<file path="config.mk">
export PLATFORM = sky130hd
export DESIGN_NAME = adta_dead_time_adjust
export DESIGN_NICKNAME = d
export VERILOG_FILES = /design/src/design/adta_pkg.sv /design/src/design/adta_edge_offset.sv /design/src/design/adta_dead_time_adjust.sv
export SDC_FILE = /design/constraint.sdc
export NUM_CORES = 1
export LEC_CHECK = 0
export ABC_CLOCK_PERIOD_IN_PS = 5870
export BUFFER_PORTS_ARGS = -buffer_cell sky130_fd_sc_hd__buf_2
export CAP_MARGIN = 20
export CORE_ASPECT_RATIO = 1.1
export CORE_MARGIN = 4
export CORE_UTILIZATION = 55
export CTS_BUF_LIST = sky130_fd_sc_hd__clkbuf_4
export CTS_CLUSTER_DIAMETER = 150
export CTS_CLUSTER_SIZE = 40
export DETAILED_ROUTE_END_ITERATION = 12
export PLACE_DENSITY_LB_ADDON = 0.12
export SLEW_MARGIN = 0
export SYNTH_ARGS = -nofsm -noshare
export SYNTH_HDL_FRONTEND = slang
export SYNTH_SLANG_ARGS = --single-unit
</file>
<file path="constraint.sdc">
create_clock -name ref_clk_i -period 5.87 [get_ports ref_clk_i]
set_input_delay 0.8805 -clock ref_clk_i [delete_from_list [all_inputs] [get_ports ref_clk_i]]
set_output_delay 0.8805 -clock ref_clk_i [all_outputs]
set_load 0.02 [all_outputs]
</file>
<file path="src/design/adta_pkg.sv">
/*
 * Shared constants for the adaptive dead time adjust block: register
 * offsets, field positions, reset values and timing figures.
 * Assumes a 200 MHz controller clock and edge times counted in clock cycles.
 */
package adta_pkg;

    localparam int unsigned ADDR_W       = 8;
    localparam int unsigned DATA_W       = 8;
    localparam int unsigned EDGE_W       = 16;
    localparam int unsigned SENSE_W      = 12;
    localparam int unsigned CODE_W       = 3;

    // Register offsets.
    localparam logic [ADDR_W-1:0] THRESH_OFFSET  = 8'h68;
    localparam logic [ADDR_W-1:0] EDGES12_OFFSET = 8'h69;

    // Reset values.
    localparam logic [DATA_W-1:0] THRESH_RESET   = 8'h00;
    localparam logic [DATA_W-1:0] EDGES12_RESET  = 8'h00;

    // Field positions.
    localparam int unsigned THRESH_LSB     = 0;
    localparam int unsigned FIRST_POL_BIT  = 7;
    localparam int unsigned FIRST_MAG_LSB  = 4;
    localparam int unsigned SECOND_POL_BIT = 3;
    localparam int unsigned SECOND_MAG_LSB = 0;

    // Timing.
    localparam int unsigned CLK_PERIOD_PS  = 5000;
    localparam int unsigned OFFSET_STEP_NS = 5;
    localparam int unsigned OFFSET_STEP_CYC =
        (OFFSET_STEP_NS * 1000 + CLK_PERIOD_PS - 1) / CLK_PERIOD_PS;

    // Sense samples per threshold code step.
    localparam int unsigned THRESH_STEP_LSB = 32;

endpackage

</file>
<file path="src/design/adta_edge_offset.sv">
/*
 * One edge adjuster: registers nominal time plus a signed offset when
 * enabled, otherwise the nominal time, saturating at both ends.
 * Assumes nominal times and enable come from logic on the same clock.
 */
`timescale 1ns/1ps
`default_nettype none

module adta_edge_offset
    import adta_pkg::*;
(
    input  wire logic              ref_clk_i,
    input  wire logic              rst_n_i,
    input  wire logic [EDGE_W-1:0] nominal_i,
    input  wire logic              enable_i,
    input  wire logic              negative_i,
    input  wire logic [CODE_W-1:0] magnitude_i,
    output logic      [EDGE_W-1:0] adjusted_o
);

    localparam logic [EDGE_W:0] EDGE_MAX = {1'b0, {EDGE_W{1'b1}}};

    logic [EDGE_W:0]   shift_cyc;
    logic [EDGE_W:0]   sum;
    logic [EDGE_W-1:0] adjusted_d;

    always_comb begin
        shift_cyc = (EDGE_W+1)'(magnitude_i) * (EDGE_W+1)'(OFFSET_STEP_CYC); // (RULE5) (RULE6)
        sum       = {1'b0, nominal_i} + shift_cyc;
        if (!enable_i) begin
            adjusted_d = nominal_i; // (RULE2)
        end else if (negative_i) begin
            // Clamp at zero so an early edge never wraps to a late one.
            if ({1'b0, nominal_i} < shift_cyc) begin
                adjusted_d = '0;
            end else begin
                adjusted_d = nominal_i - shift_cyc[EDGE_W-1:0]; // (RULE4) (RULE7)
            end
        end else if (sum > EDGE_MAX) begin
            adjusted_d = EDGE_MAX[EDGE_W-1:0];
        end else begin
            adjusted_d = sum[EDGE_W-1:0]; // (RULE7)
        end
    end

    always_ff @(posedge ref_clk_i or negedge rst_n_i) begin
        if (!rst_n_i) begin
            adjusted_o <= '0;
        end else begin
            adjusted_o <= adjusted_d;
        end
    end

endmodule

`default_nettype wire

</file>
<file path="src/design/adta_dead_time_adjust.sv">
/*
 * Adaptive dead time adjust: two 8-bit registers, light-load detection on
 * the secondary current-sense sample, and signed offsets on two PWM edges.
 * Assumes the PWM engine and sense front end run on ref_clk_i, and that
 * the sense sample LSB scales with the selected nominal sense range.
 */
`timescale 1ns/1ps
`default_nettype none

// Behaviour
// (RULE1) Threshold code sits in bits 2:0; bits 7:3 are plain read/write storage.
// (RULE2) Offsets apply only while sensed secondary current is below threshold.
// (RULE3) Threshold step follows the sense range scale; code zero means zero.
// (RULE4) Bit 7 and bit 3 give edge offset polarity; one means negative.
// (RULE5) Bits 6:4 give first edge magnitude, 5 ns per step, up to 35 ns.
// (RULE6) Bits 2:0 give second edge magnitude, 5 ns per step, up to 35 ns.
// (RULE7) Adjusted edge time is nominal plus the signed offset.
module adta_dead_time_adjust
    import adta_pkg::*;
(
    input  wire logic               ref_clk_i,
    input  wire logic               rst_n_i,
    input  wire logic [ADDR_W-1:0]  reg_addr_i,
    input  wire logic [DATA_W-1:0]  reg_wdata_i,
    input  wire logic               reg_wr_i,
    input  wire logic               reg_rd_i,
    output logic      [DATA_W-1:0]  reg_rdata_o,
    input  wire logic [SENSE_W-1:0] secondary_current_sense_i,
    input  wire logic [EDGE_W-1:0]  first_nominal_i,
    input  wire logic [EDGE_W-1:0]  second_nominal_i,
    output logic      [EDGE_W-1:0]  first_pwm_edge_o,
    output logic      [EDGE_W-1:0]  second_pwm_edge_o,
    output logic                    light_load_o
);

    ////////////////////////////////////////////////////////////////////////////
    // Registers.

    logic [DATA_W-1:0] thresh_q;
    logic [DATA_W-1:0] edges12_q;

    always_ff @(posedge ref_clk_i or negedge rst_n_i) begin
        if (!rst_n_i) begin
            thresh_q <= THRESH_RESET;
        end else if (reg_wr_i && reg_addr_i == THRESH_OFFSET) begin
            thresh_q <= reg_wdata_i; // (RULE1)
        end
    end

    always_ff @(posedge ref_clk_i or negedge rst_n_i) begin
        if (!rst_n_i) begin
            edges12_q <= EDGES12_RESET;
        end else if (reg_wr_i && reg_addr_i == EDGES12_OFFSET) begin
            edges12_q <= reg_wdata_i;
        end
    end

    logic [DATA_W-1:0] rdata_d;

    always_comb begin
        unique case (reg_addr_i)
            THRESH_OFFSET:  rdata_d = thresh_q; // (RULE1)
            EDGES12_OFFSET: rdata_d = edges12_q;
            default:        rdata_d = 8'h00;
        endcase
    end

    // Read data stand for exactly the cycle after the strobe, zero otherwise.
    always_ff @(posedge ref_clk_i or negedge rst_n_i) begin
        if (!rst_n_i) begin
            reg_rdata_o <= 8'h00;
        end else if (reg_rd_i) begin
            reg_rdata_o <= rdata_d;
        end else begin
            reg_rdata_o <= 8'h00;
        end
    end

    ////////////////////////////////////////////////////////////////////////////
    // Light-load detection.

    // The sample LSB already scales with the sense range, so comparing in
    // sample units keeps the millivolt step proportional to that range.
    logic [SENSE_W-1:0] threshold_lvl;
    logic               light_load_d;

    always_comb begin
        threshold_lvl = SENSE_W'(thresh_q[THRESH_LSB +: CODE_W])
                      * SENSE_W'(THRESH_STEP_LSB); // (RULE3)
        light_load_d  = secondary_current_sense_i < threshold_lvl; // (RULE2)
    end

    always_ff @(posedge ref_clk_i or negedge rst_n_i) begin
        if (!rst_n_i) begin
            light_load_o <= 1'b0;
        end else begin
            light_load_o <= light_load_d;
        end
    end

    ////////////////////////////////////////////////////////////////////////////
    // Edge adjusters.

    adta_edge_offset u_first (
        .ref_clk_i   (ref_clk_i),
        .rst_n_i     (rst_n_i),
        .nominal_i   (first_nominal_i),
        .enable_i    (light_load_d), // (RULE2)
        .negative_i  (edges12_q[FIRST_POL_BIT]), // (RULE4)
        .magnitude_i (edges12_q[FIRST_MAG_LSB +: CODE_W]), // (RULE5)
        .adjusted_o  (first_pwm_edge_o)
    );

    adta_edge_offset u_second (
        .ref_clk_i   (ref_clk_i),
        .rst_n_i     (rst_n_i),
        .nominal_i   (second_nominal_i),
        .enable_i    (light_load_d), // (RULE2)
        .negative_i  (edges12_q[SECOND_POL_BIT]), // (RULE4)
        .magnitude_i (edges12_q[SECOND_MAG_LSB +: CODE_W]), // (RULE6)
        .adjusted_o  (second_pwm_edge_o)
    );

endmodule

`default_nettype wire

</file>
-- Word level (Yosys, flattened, before mapping)
Index checks and enable logic that the tools add are counted.
- $add $sub $neg: 4
- magnitude comparators: 5
- equality and inequality tests: 2
- mux-type cells: 10
- reduce and logical (&&, ||, !) cells: 2
- operator list (cell ; count):
    $mux 16 ; 8
    $add 16x3->17 ; 2
    $gt 17x16->1 const B ; 2
    $lt 16x3->1 ; 2
    $sub 16x3->16 ; 2
    $eq 8x7->1 const B ; 2
    $pmux 8 s2 ; 1
    $lt 12x8->1 ; 1
    $mux 8 ; 1
    $logic_and 1x1->1 ; 2
- flip-flop bits (word level): 57
- bits of input ports: 64
- output and inout bits: 41
- word-level logic and storage cells: 29

-- Depth between registers and ports, before layout
Gate-level depths: netlist (run 1).
- depth after elaboration: 5
- gate-level depth with buffers: 11
- gate-level depth less buffers: 10

-- Modules after synthesis
From an unflattened synthesis (run 1), not the netlist that was laid out.
- cell total of the unflattened synthesis: 465
- area, all modules: 4321.6 um^2
- by module, submodules not included (module ; instances ; cells each ; area an instance (um^2) ; seq. area each (um^2)):
    adta_edge_offset at u_first ; 1 ; 203 ; 1731.7 ; 400.4
    adta_edge_offset at u_second ; 1 ; 189 ; 1519.0 ; 400.4
    adta_dead_time_adjust ; 1 ; 73 ; 1071.0 ; 625.6

-- Worst setup path before layout (run 1)
No wires, ideal clock.
- path type: input -> register
- from: input port first_nominal_i[0]
- to: register u_first.adjusted_o[8]
- arrival time: 2846 ps
- data required time: 5775 ps
- slack: 2928 ps
- cell stages on the path: 10
- buffers on the path: 1
- cells stage by stage: ha_1 > inv_1 > fa_1 > o21bai_1 > nor4b_1 > nand3_1 > clkbuf_1 > a22oi_1 > o21ai_0 > o31ai_1
- cells in the longest elaborated chain, start to end: 5
- elaborated cells on any way between the ends: 8
- ends and longest elaborated chain (what ; line ; text):
    from (decl) ; adta_dead_time_adjust.sv:29 ; input wire logic [EDGE_W-1:0] first_nominal_i,
    $add 16x3->17 ; adta_edge_offset.sv:29 ; sum = {1'b0, nominal_i} + shift_cyc;
    $gt 17x16->1 ; adta_edge_offset.sv:39 ; end else if (sum > EDGE_MAX) begin
    $mux 16 ; adta_edge_offset.sv:39 ;
    $mux 16 (*) ; adta_edge_offset.sv:32 ; end else if (negative_i) begin
    $mux 16 (*) ; adta_edge_offset.sv:30 ; if (!enable_i) begin
    net u_first.adjusted_d[8] ; adta_edge_offset.sv:25 ; logic [EDGE_W-1:0] adjusted_d;
    to (signal assigned) ; adta_edge_offset.sv:50 ; adjusted_o <= adjusted_d;
    to (decl) ; adta_edge_offset.sv:18 ; output logic [EDGE_W-1:0] adjusted_o
Mark *: on every way through the listed nets, which the timed path passes. The rest lies on a longest branch.
A chain may end at the register's enable or synchronous reset.

-- Final worst setup path (run 1)
- from: input port first_nominal_i[0]
- to: register u_first.adjusted_o[0]
- cells in the longest elaborated chain, start to end: 5
- elaborated cells on any way between the ends: 8
- ends and longest elaborated chain (what ; line):
    $add 16x3->17 ; adta_edge_offset.sv:29
    $gt 17x16->1 ; adta_edge_offset.sv:39
    $mux 16 ; adta_edge_offset.sv:39
    $mux 16 ; adta_edge_offset.sv:32
    $mux 16 (*) ; adta_edge_offset.sv:30
    net u_first.adjusted_d[0] ; adta_edge_offset.sv:25
Marked as above.

==> results of run 1 <==
==> layer usage <==
metal  vias to the layer above  share of wire [%]  global-route usage (%)
met5                         -                  0                       0
met4                         0                1.3                    9.05
met3                        17                8.4                    4.50
met2                       173                 47                    38.8
met1                      1816                 43                    33.9
li1                       1864                  -                       -
==> kinds of logic (layout without fill, tap and decap cells) <==
group                      count (synthesis)  after routing  synth area share [%]
muxes                                     22             22                  6.11
adders and majority gates                 18             18                  6.42
DFF                                       57             57                  35.9
and+or+nand+nor                          167            167                  21.8
AOI/OAI and AO/OA                        133            133                  21.4
buffers and inverters                     56            141                  5.54
xor gates and xnor gates                  13             13                  2.86
==> metrics by stage <==
stage / power, mW / util, %
2_1_floorplan: 0.528 / -
3_3_place_gp: 0.589 / 63.7
3_5_place_dp: 0.593 / 63.7
4_1_cts: 0.836 / 65.3
5_1_grt: 0.878 / 65.3
6_report: 0.825 / 65.3
==> final timing paths <==
path                                         start                      end  slack (ns)  cells past startpoint
max in group asynchronous                  rst_n_i   u_first.adjusted_o[12]        4.76                      2
worst max register to register        edges12_q[4]    u_first.adjusted_o[0]        2.23                      9
min in group asynchronous                  rst_n_i  u_second.adjusted_o[15]        0.59                      2
worst min-delay path                   thresh_q[4]              thresh_q[4]        0.52                      1
worst max-delay path            first_nominal_i[0]    u_first.adjusted_o[0]        2.08                     10
worst min register to register         thresh_q[4]              thresh_q[4]        0.52                      1
==> flip-flops by register name, summed over array words and instances (netlist names) <==
| register | flops |
|---|---|
| u_first.adjusted_o | 16 |
| u_second.adjusted_o | 16 |
| edges12_q | 8 |
| reg_rdata_o | 8 |
| thresh_q | 8 |
| light_load_o | 1 |
==> synthesized netlist by cell type (9+ instances only) <==
cell type	n	area share, %
dfrtp_1	57	36
nor2_1	40	3.8
nand2_1	33	3.1
a21oi_1	30	3.8
o21ai_0	30	3.8
clkbuf_1	23	2.2
inv_1	23	2.2
mux2_2	18	5.1
nor3_1	18	2.3
nand3_1	15	1.9
nor2b_1	15	2.4
ha_1	14	4.4
a31oi_1	13	2.0
a22oi_1	9	1.7
==> power by group <==
| group | internal [mW] | switching (mW) |
|---|---|---|
| Combinational | 0.0637 | 0.102 |
| Sequential | 0.410 | 0.0114 |
| Clock | 0.0887 | 0.149 |
| Total | 0.562 | 0.263 |
==> cell type report <==
type | instances | area [sq um]
multi-input combinational | 353 | 2330
clock buffer | 10 | 75.1
sequential | 57 | 1430
timing repair buffer | 101 | 510
clock inverter | 6 | 35.0
fill | 638 | 2430
inverter | 24 | 90.1
tap | 85 | 106
==> results.toml, run 1 <==
[place]
dp_cells = 620
dpl_cell_area_sq_um = 4460
place_congestion = 0.863
dpl.hpwl_um = 7250
numPortBuffers = 99
dp_worst_setup_slack_ns = 1.97

[final_layout]
instances_no_fill = 636
area_growth_pct = 15.0
design_area_sq_um = 4570
final_cell_mix = "buf_2 (99), dfrtp_1 (57), nor2_1 (40)"
drive_above_1_share_pct = 25.6
antenna_cells = 0
fin_nets = 628
final_common_cell = "buf_2"

[global_routing]
grt_pass1_vias = 3728
antenna_found_initial = 0
grt_use_total_pct = 24.8
overflow = 0
grt_pass1_wl_um = 17500
grt_max_degree = 58

[critical_path]
path_buf_inv = 2
cp_slowest_cell = "nor4b_1"
worstSetupEndpointType = "flip-flop"
crit_chain = "buf_2 -> ha_1 -> inv_1 -> fa_1 -> o21bai_1 -> nor4b_1 -> nand3_1 -> o21ai_0 -> nand3_1 -> o21ai_0"
crit_type = "in -> reg"
critPathTopFamily = "simple AND/OR/NAND/NOR gates"
cp.arrival_ns = 4.07
worstPathMaxFanout = 11
cp.required_ns = 6.15
critPathLaunchType = "input pin"
slowest_delay_ns = 0.95

[synth]
ys_seq_area_share_pct = 35.9
netlist_area_sq_um = 3980
syn-num-nets = 548
ys_seq_elements = 57
synth_edf_count = 0
syn_inst = 466
syn_avg_cell_area_sq_um = 8.53
yosys_most_used_dff = "dfrtp_1"
synth_warnings = 0
ys_types = 58
async_flop_share_pct = 100

[die]
die-area_sq_um = 8650
die_h_um = 97.2
fp.dieW_um = 89.1
rows = 32
initial_core_util_pct = 56.7
coreArea_sq_um = 7010
ioPinCount = 105

[clock_tree]
cts_sinks = 57
clk_pin_slew_ns = 0.10
clockRootBuffer = "clkbuf_4"
h-tree-depth = 3
cts_buffer_depth = 2
clkLatencyLatePin_ns = 0.40
cts_resized = 0
cts_setup_buffers = 0
hold_buffers = 0
cts_buffers = 9
cts_tree = "built"

[routing]
drt_iter0_markers = 231
dr.pass1.iters = 5
ant_nets = 0
drc = 0
via_per_inst = 6.08
vias = 3870
routedWlPerCell_um = 16.1
wl_um = 10300

[min_path]
hp-class = "reg -> reg"

[run_status]
outcome = "complete, no violations"

[sta]
slew_headroom_pct = 22.9
hold_viol_final = 0
setup_viol = 0
min_period_ns = 3.79
setup_ws_ns = 2.08
post-route-period-util_pct = 64.6
fin_worst_skew_ns = 0.0138
worstMarginPinSlew_ns = 1.14
rsz0062_at_grt = "false"
timing.fmax_mhz = 264
slew_violations = 0
hold_slack_ns = 0.518
tns_ns = 0

[power_and_ir_drop]
power_density_nw_per_um2 = 180
p_leak_nw = 2.00
ir_drop_v = 0.000132

[job]
max_cap_violations = 0
Power figures use the tool's default switching activity.
==> run 2: changes to the inputs <==
--- a/config.mk
+++ b/config.mk
@@ -5,7 +5,7 @@
 export SDC_FILE = /design/constraint.sdc
 export NUM_CORES = 1
 export LEC_CHECK = 0
-export ABC_CLOCK_PERIOD_IN_PS = 5870
+export ABC_CLOCK_PERIOD_IN_PS = 3550
 export BUFFER_PORTS_ARGS = -buffer_cell sky130_fd_sc_hd__buf_2
 export CAP_MARGIN = 20
 export CORE_ASPECT_RATIO = 1.1
==> constraint.sdc (replaced) <==
create_clock -name ref_clk_i -period 3.55 [get_ports ref_clk_i]
set_input_delay 0.5325 -clock ref_clk_i [delete_from_list [all_inputs] [get_ports ref_clk_i]]
set_output_delay 0.5325 -clock ref_clk_i [all_outputs]
set_load 0.02 [all_outputs]
==> results.toml, run 2 (synthesis results as in run 1) <==
[die]
die-area_sq_um = 8650
die_h_um = 97.2
ioPinCount = 105
rows = 32
initial_core_util_pct = 56.7
coreArea_sq_um = 7010
fp.dieW_um = 89.1

[place]
place_congestion = 0.891
numPortBuffers = 99
dpl.hpwl_um = 7490
dpl_cell_area_sq_um = 4530

[critical_path]
worstSetupEndpointType = "flip-flop"
slowest_delay_ns = 0.41
worstPathMaxFanout = 11
cp_slowest_cell = "dfrtp_1"
critPathLaunchType = "flip-flop"
crit_type = "reg -> reg"
worst_path_most_repeated_cell = "nor3_1"
crit_chain = "ha_1 -> inv_1 -> fa_1 -> o21bai_1 -> nor4b_1 -> buf_4 -> nand3_1 -> a31oi_1 -> nor3_1 -> nor3_1"
r2r_setup_slack_ns = 0.70
cp.arrival_ns = 3.17
cp.required_ns = 3.87

[sta]
fin_worst_skew_ns = 0.0212
post-route-period-util_pct = 80.4
timing.fmax_mhz = 351
min_period_ns = 2.85
hold_viol_final = 0
slew_headroom_pct = 34.8
tns_ns = 0
worstMarginPinSlew_ns = 0.977
rsz0062_at_grt = "false"
slew_violations = 0
hold_slack_ns = 0.0862
setup_viol = 0

[power_and_ir_drop]
power_mw = 1.44
power_density_nw_per_um2 = 309
ir_drop_v = 0.000276
p_leak_nw = 2.06

[final_layout]
fin_nets = 637
top_regs = "u_first.adjusted_o (16), u_second.adjusted_o (16)"
design_area_sq_um = 4660
nFillCells = 590
final_cell_mix = "buf_2 (99), dfrtp_1 (57), nor2_1 (40)"
final_util_pct = 66.5
antenna_cells = 0
drive_above_1_share_pct = 26.6
final_common_cell = "buf_2"
area_growth_pct = 17.2

[clock_tree]
clockRootBuffer = "clkbuf_4"
clk_pin_slew_ns = 0.12
cts_tree = "built"
clkLatencyLatePin_ns = 0.41
cts_buffer_depth = 2
cts_buffers = 9
cts_setup_buffers = 0
cts_resized = 0
h-tree-depth = 3
cts_sinks = 57
hold_buffers = 0

[global_routing]
grt_max_degree = 43
grt_pass1_wl_um = 17300
grt_use_total_pct = 24.6
overflow = 0
grt_pass1_vias = 3670
antenna_found_initial = 0

[routing]
drt_iter0_markers = 302
via_per_inst = 6.14
drc = 0
wl_um = 10300
vias = 3960
routedWlPerCell_um = 16.0
ant_nets = 0
dr.pass1.iters = 5

[job]
max_cap_violations = 0

[run_status]
outcome = "complete, no violations"

[min_path]
hp-class = "in -> async"
==> run 2: cell count changes in the layout (fill, tap and decap cells not counted) <==
| cell | before | now |
|---|---|---|
| clkbuf_4 | 10 | 9 |
| bufinv_16 | 0 | 1 |
| clkinv_1 | 1 | 2 |
| clkinvlp_4 | 2 | 1 |
| buf_4 | 2 | 11 |
==> run 2: area by class of cell <==
class                      count  area [sq um]  area share (%)
clock buffer                   9          67.6            1.45
clock inverter                 7          61.3            1.32
inverter                      24          90.1            1.93
multi-input combinational    353          2330            50.0
sequential                    57          1430            30.6
tap                           85           106            2.28
timing repair buffer         110           578            12.4
==> run 2: path summary, 6_finish.rpt <==
kind | from | end | depth (start not counted)
worst min-delay path | rst_n_i | u_second.adjusted_o[15] | 1
worst max register to register | edges12_q[4] | u_first.adjusted_o[3] | 10
min in group ref_clk_i | second_nominal_i[2] | u_second.adjusted_o[2] | 3
worst max-delay path | edges12_q[4] | u_first.adjusted_o[3] | 10
worst min register to register | thresh_q[4] | thresh_q[4] | 1
max in group asynchronous | rst_n_i | edges12_q[7] | 2
==> run 2: worst max-delay path: cells and delay by family, from the launching register on <==
kind                     cells  cell delay [ns]
adder cells (fa/ha/maj)      2             0.60
AND/OR/NAND/NOR              4             0.92
flip-flops                   1             0.41
buffers and inverters        2             0.25
AO/OA/AOI/OAI                2             0.59
==> run 2: per-layer routing <==
metal	vias to the layer above	track usage, %	share of wire (%)
met3	19	5.09	8.6
met4	0	7.79	1.6
li1	1880	-	-
met1	1874	34.1	43
met5	-	0	0
met2	187	38.4	47
==> run 2: metrics by stage <==
step                      std cells  setup slack, ns
after global routing            645            0.449
final                           645            0.698
after detailed placement        629            0.598
after global placement          629            0.580
after floorplan                 466            0.956
after CTS                       645            0.758
==> run 2: report_power, final <==
group / internal (mW) / switching [mW]
Sequential: 0.677 / 0.0187
Clock: 0.207 / 0.258
Combinational: 0.109 / 0.168
Total: 0.994 / 0.445
==> run 3: changes to the inputs <==
--- a/config.mk
+++ b/config.mk
@@ -5,7 +5,8 @@
 export SDC_FILE = /design/constraint.sdc
 export NUM_CORES = 1
 export LEC_CHECK = 0
-export ABC_CLOCK_PERIOD_IN_PS = 3550
+export ABC_AREA = 1
+export ABC_CLOCK_PERIOD_IN_PS = 2900
 export BUFFER_PORTS_ARGS = -buffer_cell sky130_fd_sc_hd__buf_2
 export CAP_MARGIN = 20
 export CORE_ASPECT_RATIO = 1.1
==> constraint.sdc (replaced) <==
create_clock -name ref_clk_i -period 2.9 [get_ports ref_clk_i]
set_input_delay 0.435 -clock ref_clk_i [delete_from_list [all_inputs] [get_ports ref_clk_i]]
set_output_delay 0.435 -clock ref_clk_i [all_outputs]
set_load 0.02 [all_outputs]
==> results.toml, run 3 <==
[global_routing]
grt_use_total_pct = 24.4
grt_pass1_wl_um = 20600
grt_pass1_vias = 4404
overflow = 0
antenna_found_initial = 0
grt_max_degree = 40

[synth]
syn-num-nets = 789
ys_seq_area_share_pct = 29.7
ys_seq_elements = 57
syn_avg_cell_area_sq_um = 6.79
async_flop_share_pct = 100
synth_top_area_share_pct = 29.7
syn_inst = 707
synth_edf_count = 0
synth_warnings = 0
synth_area_leaders = "dfrtp_1 (30%), nand2_1 (18%), nor2_1 (6.1%)"
ys_types = 40
yosysMostFrequentCell = "nand2_1"
yosys_most_used_dff = "dfrtp_1"
netlist_area_sq_um = 4800
synth_common_cells = "nand2_1 (231), nor2_1 (78), inv_1 (66), dfrtp_1 (57), nand3_1 (52)"
yosys.area.top_type = "dfrtp_1"

[clock_tree]
h-tree-depth = 3
cts_resized = 0
clockRootBuffer = "clkbuf_4"
clk_pin_slew_ns = 0.12
cts_tree = "built"
cts_setup_buffers = 0
cts_buffer_depth = 2
cts_sinks = 57
cts_buffers = 9
hold_buffers = 0
clkLatencyLatePin_ns = 0.42

[sta]
setup_viol = 0
tns_ns = 0
slew_violations = 0
hold_viol_final = 0
min_period_ns = 2.36
rsz0062_at_grt = "false"
slew_headroom_pct = 52.5
timing.fmax_mhz = 423
setup_ws_ns = 0.536
fin_worst_skew_ns = 0.0175
post-route-period-util_pct = 81.5
worstMarginPinSlew_ns = 0.711

[power_and_ir_drop]
p_leak_nw = 2.79
ir_drop_v = 0.000172
power_mw = 1.91
power_density_nw_per_um2 = 358

[critical_path]
cp.arrival_ns = 2.66
rr_worst_depth = 10
crit_type = "reg -> reg"
cp.required_ns = 3.20
worstPathMaxFanout = 14
cp_slowest_cell = "fa_1"
worstReg2RegEnd = "u_first.adjusted_o[0]"
critPathLaunchType = "flip-flop"
crit_chain = "ha_1 -> inv_1 -> fa_1 -> o21ai_2 -> nand3_4 -> nor2_4 -> nand3_4 -> nand2_1 -> o211ai_1 -> o21ai_0"
worst_path_most_repeated_cell = "nand3_4"
r2r_setup_slack_ns = 0.54
worstReg2RegStart = "edges12_q[4]"
worstSetupEndpointType = "flip-flop"
slowest_delay_ns = 0.43

[final_layout]
fin_nets = 870
regArea_sq_um = 1430
multi_input_area_sq_um = 2840
antenna_cells = 0
area_growth_pct = 10.9
final_cell_mix = "nand2_1 (231), buf_2 (99), nor2_1 (78)"
design_area_sq_um = 5330
top_regs = "u_first.adjusted_o (16), u_second.adjusted_o (16)"
final_common_cell = "nand2_1"
nFillCells = 816
drive_above_1_share_pct = 22.4

[routing]
drt_iter0_markers = 201
vias = 4820
ant_nets = 0
drc = 0
routedWlPerCell_um = 14.0
wl_um = 12600
via_per_inst = 5.33
dr.pass1.iters = 5

[die]
rows = 35
fp.dieW_um = 97.1
die_h_um = 106
coreArea_sq_um = 8450
die-area_sq_um = 10300
ioPinCount = 105
initial_core_util_pct = 56.8

[place]
numPortBuffers = 99
dp_worst_setup_slack_ns = 0.443
dpl_cell_area_sq_um = 5220
place_congestion = 0.953
dpl.hpwl_um = 9480

[run_status]
outcome = "complete, no violations"

[job]
max_cap_violations = 0

[min_path]
hp-class = "in -> async"
run 3: cell types whose count changed after synthesis, moves of 14 or more:
cell / change
mux2_2: -16
nand3_1: +37
nand2_1: +198
nor2_1: +38
clkbuf_1: -21
inv_1: +43
xor2_1: +14
nor2b_1: -15
run 3: cells by family after synthesis:
logic type / synth area share [%]
simple gates: 40.2
buf+inv: 11.1
compound gates: 9.38
flops: 29.7
xor+xnor: 3.83
fa+ha+maj: 5.31
mux: 0.469
run 3: per-stage QoR:
step	hold slack, ns	cells	util (%)
2_1_floorplan	0.139	707	-
3_3_place_gp	0.454	888	61.7
3_5_place_dp	0.458	888	61.7
4_1_cts	0.0262	904	63.0
5_1_grt	0.0633	904	63.0
6_report	0.0201	904	63.0
run 3: how the worst max path moves through the flow:
stage / from / end / slack [ns] / depth (start not counted)
6_report: edges12_q[4] / u_first.adjusted_o[0] / 0.54 / 10
5_1_grt: edges12_q[0] / u_second.adjusted_o[15] / 0.37 / 14
2_1_floorplan: second_nominal_i[0] / u_second.adjusted_o[8] / 0.87 / 13
3_5_place_dp: first_nominal_i[0] / u_first.adjusted_o[1] / 0.44 / 15
4_1_cts: edges12_q[4] / u_first.adjusted_o[0] / 0.57 / 10
3_3_place_gp: second_nominal_i[0] / u_second.adjusted_o[1] / 0.50 / 15
run 3: power breakdown:
part	leakage [nW]	internal, mW	switching, mW	total [mW]
registers	0.682	0.837	0.0233	0.860
clock network	0.0597	0.174	0.341	0.515
logic	2.05	0.173	0.361	0.534
run 3: layer usage:
| layer | global-route usage, % | wire (um) | up-vias |
|---|---|---|---|
| li1 | - | - | 2403 |
| met2 | 44.6 | 6550 | 187 |
| met5 | 0 | 0 | - |
| met4 | 6.52 | 147 | 0 |
| met3 | 4.33 | 910 | 13 |
| met1 | 29.4 | 5040 | 2217 |
run 3: layout make-up:
cell class              instances  share of cell area [%]
well taps                     111                    2.61
clock buffers                   9                    1.27
inverters                      76                    5.40
repair buffers                102                    9.72
clock inverters                 7                   0.869
flip-flops and latches         57                    26.8
multi-input cells             542                    53.4
run 3: worst max-delay path, delay by kind of cell, from the launching register on:
kind                     cells  cell delay (ns)
flip-flops                   1             0.42
adder cells (fa/ha/maj)      2             0.65
AO/OA/AOI/OAI                3             0.50
AND/OR/NAND/NOR              4             0.62
buffers and inverters        1             0.06
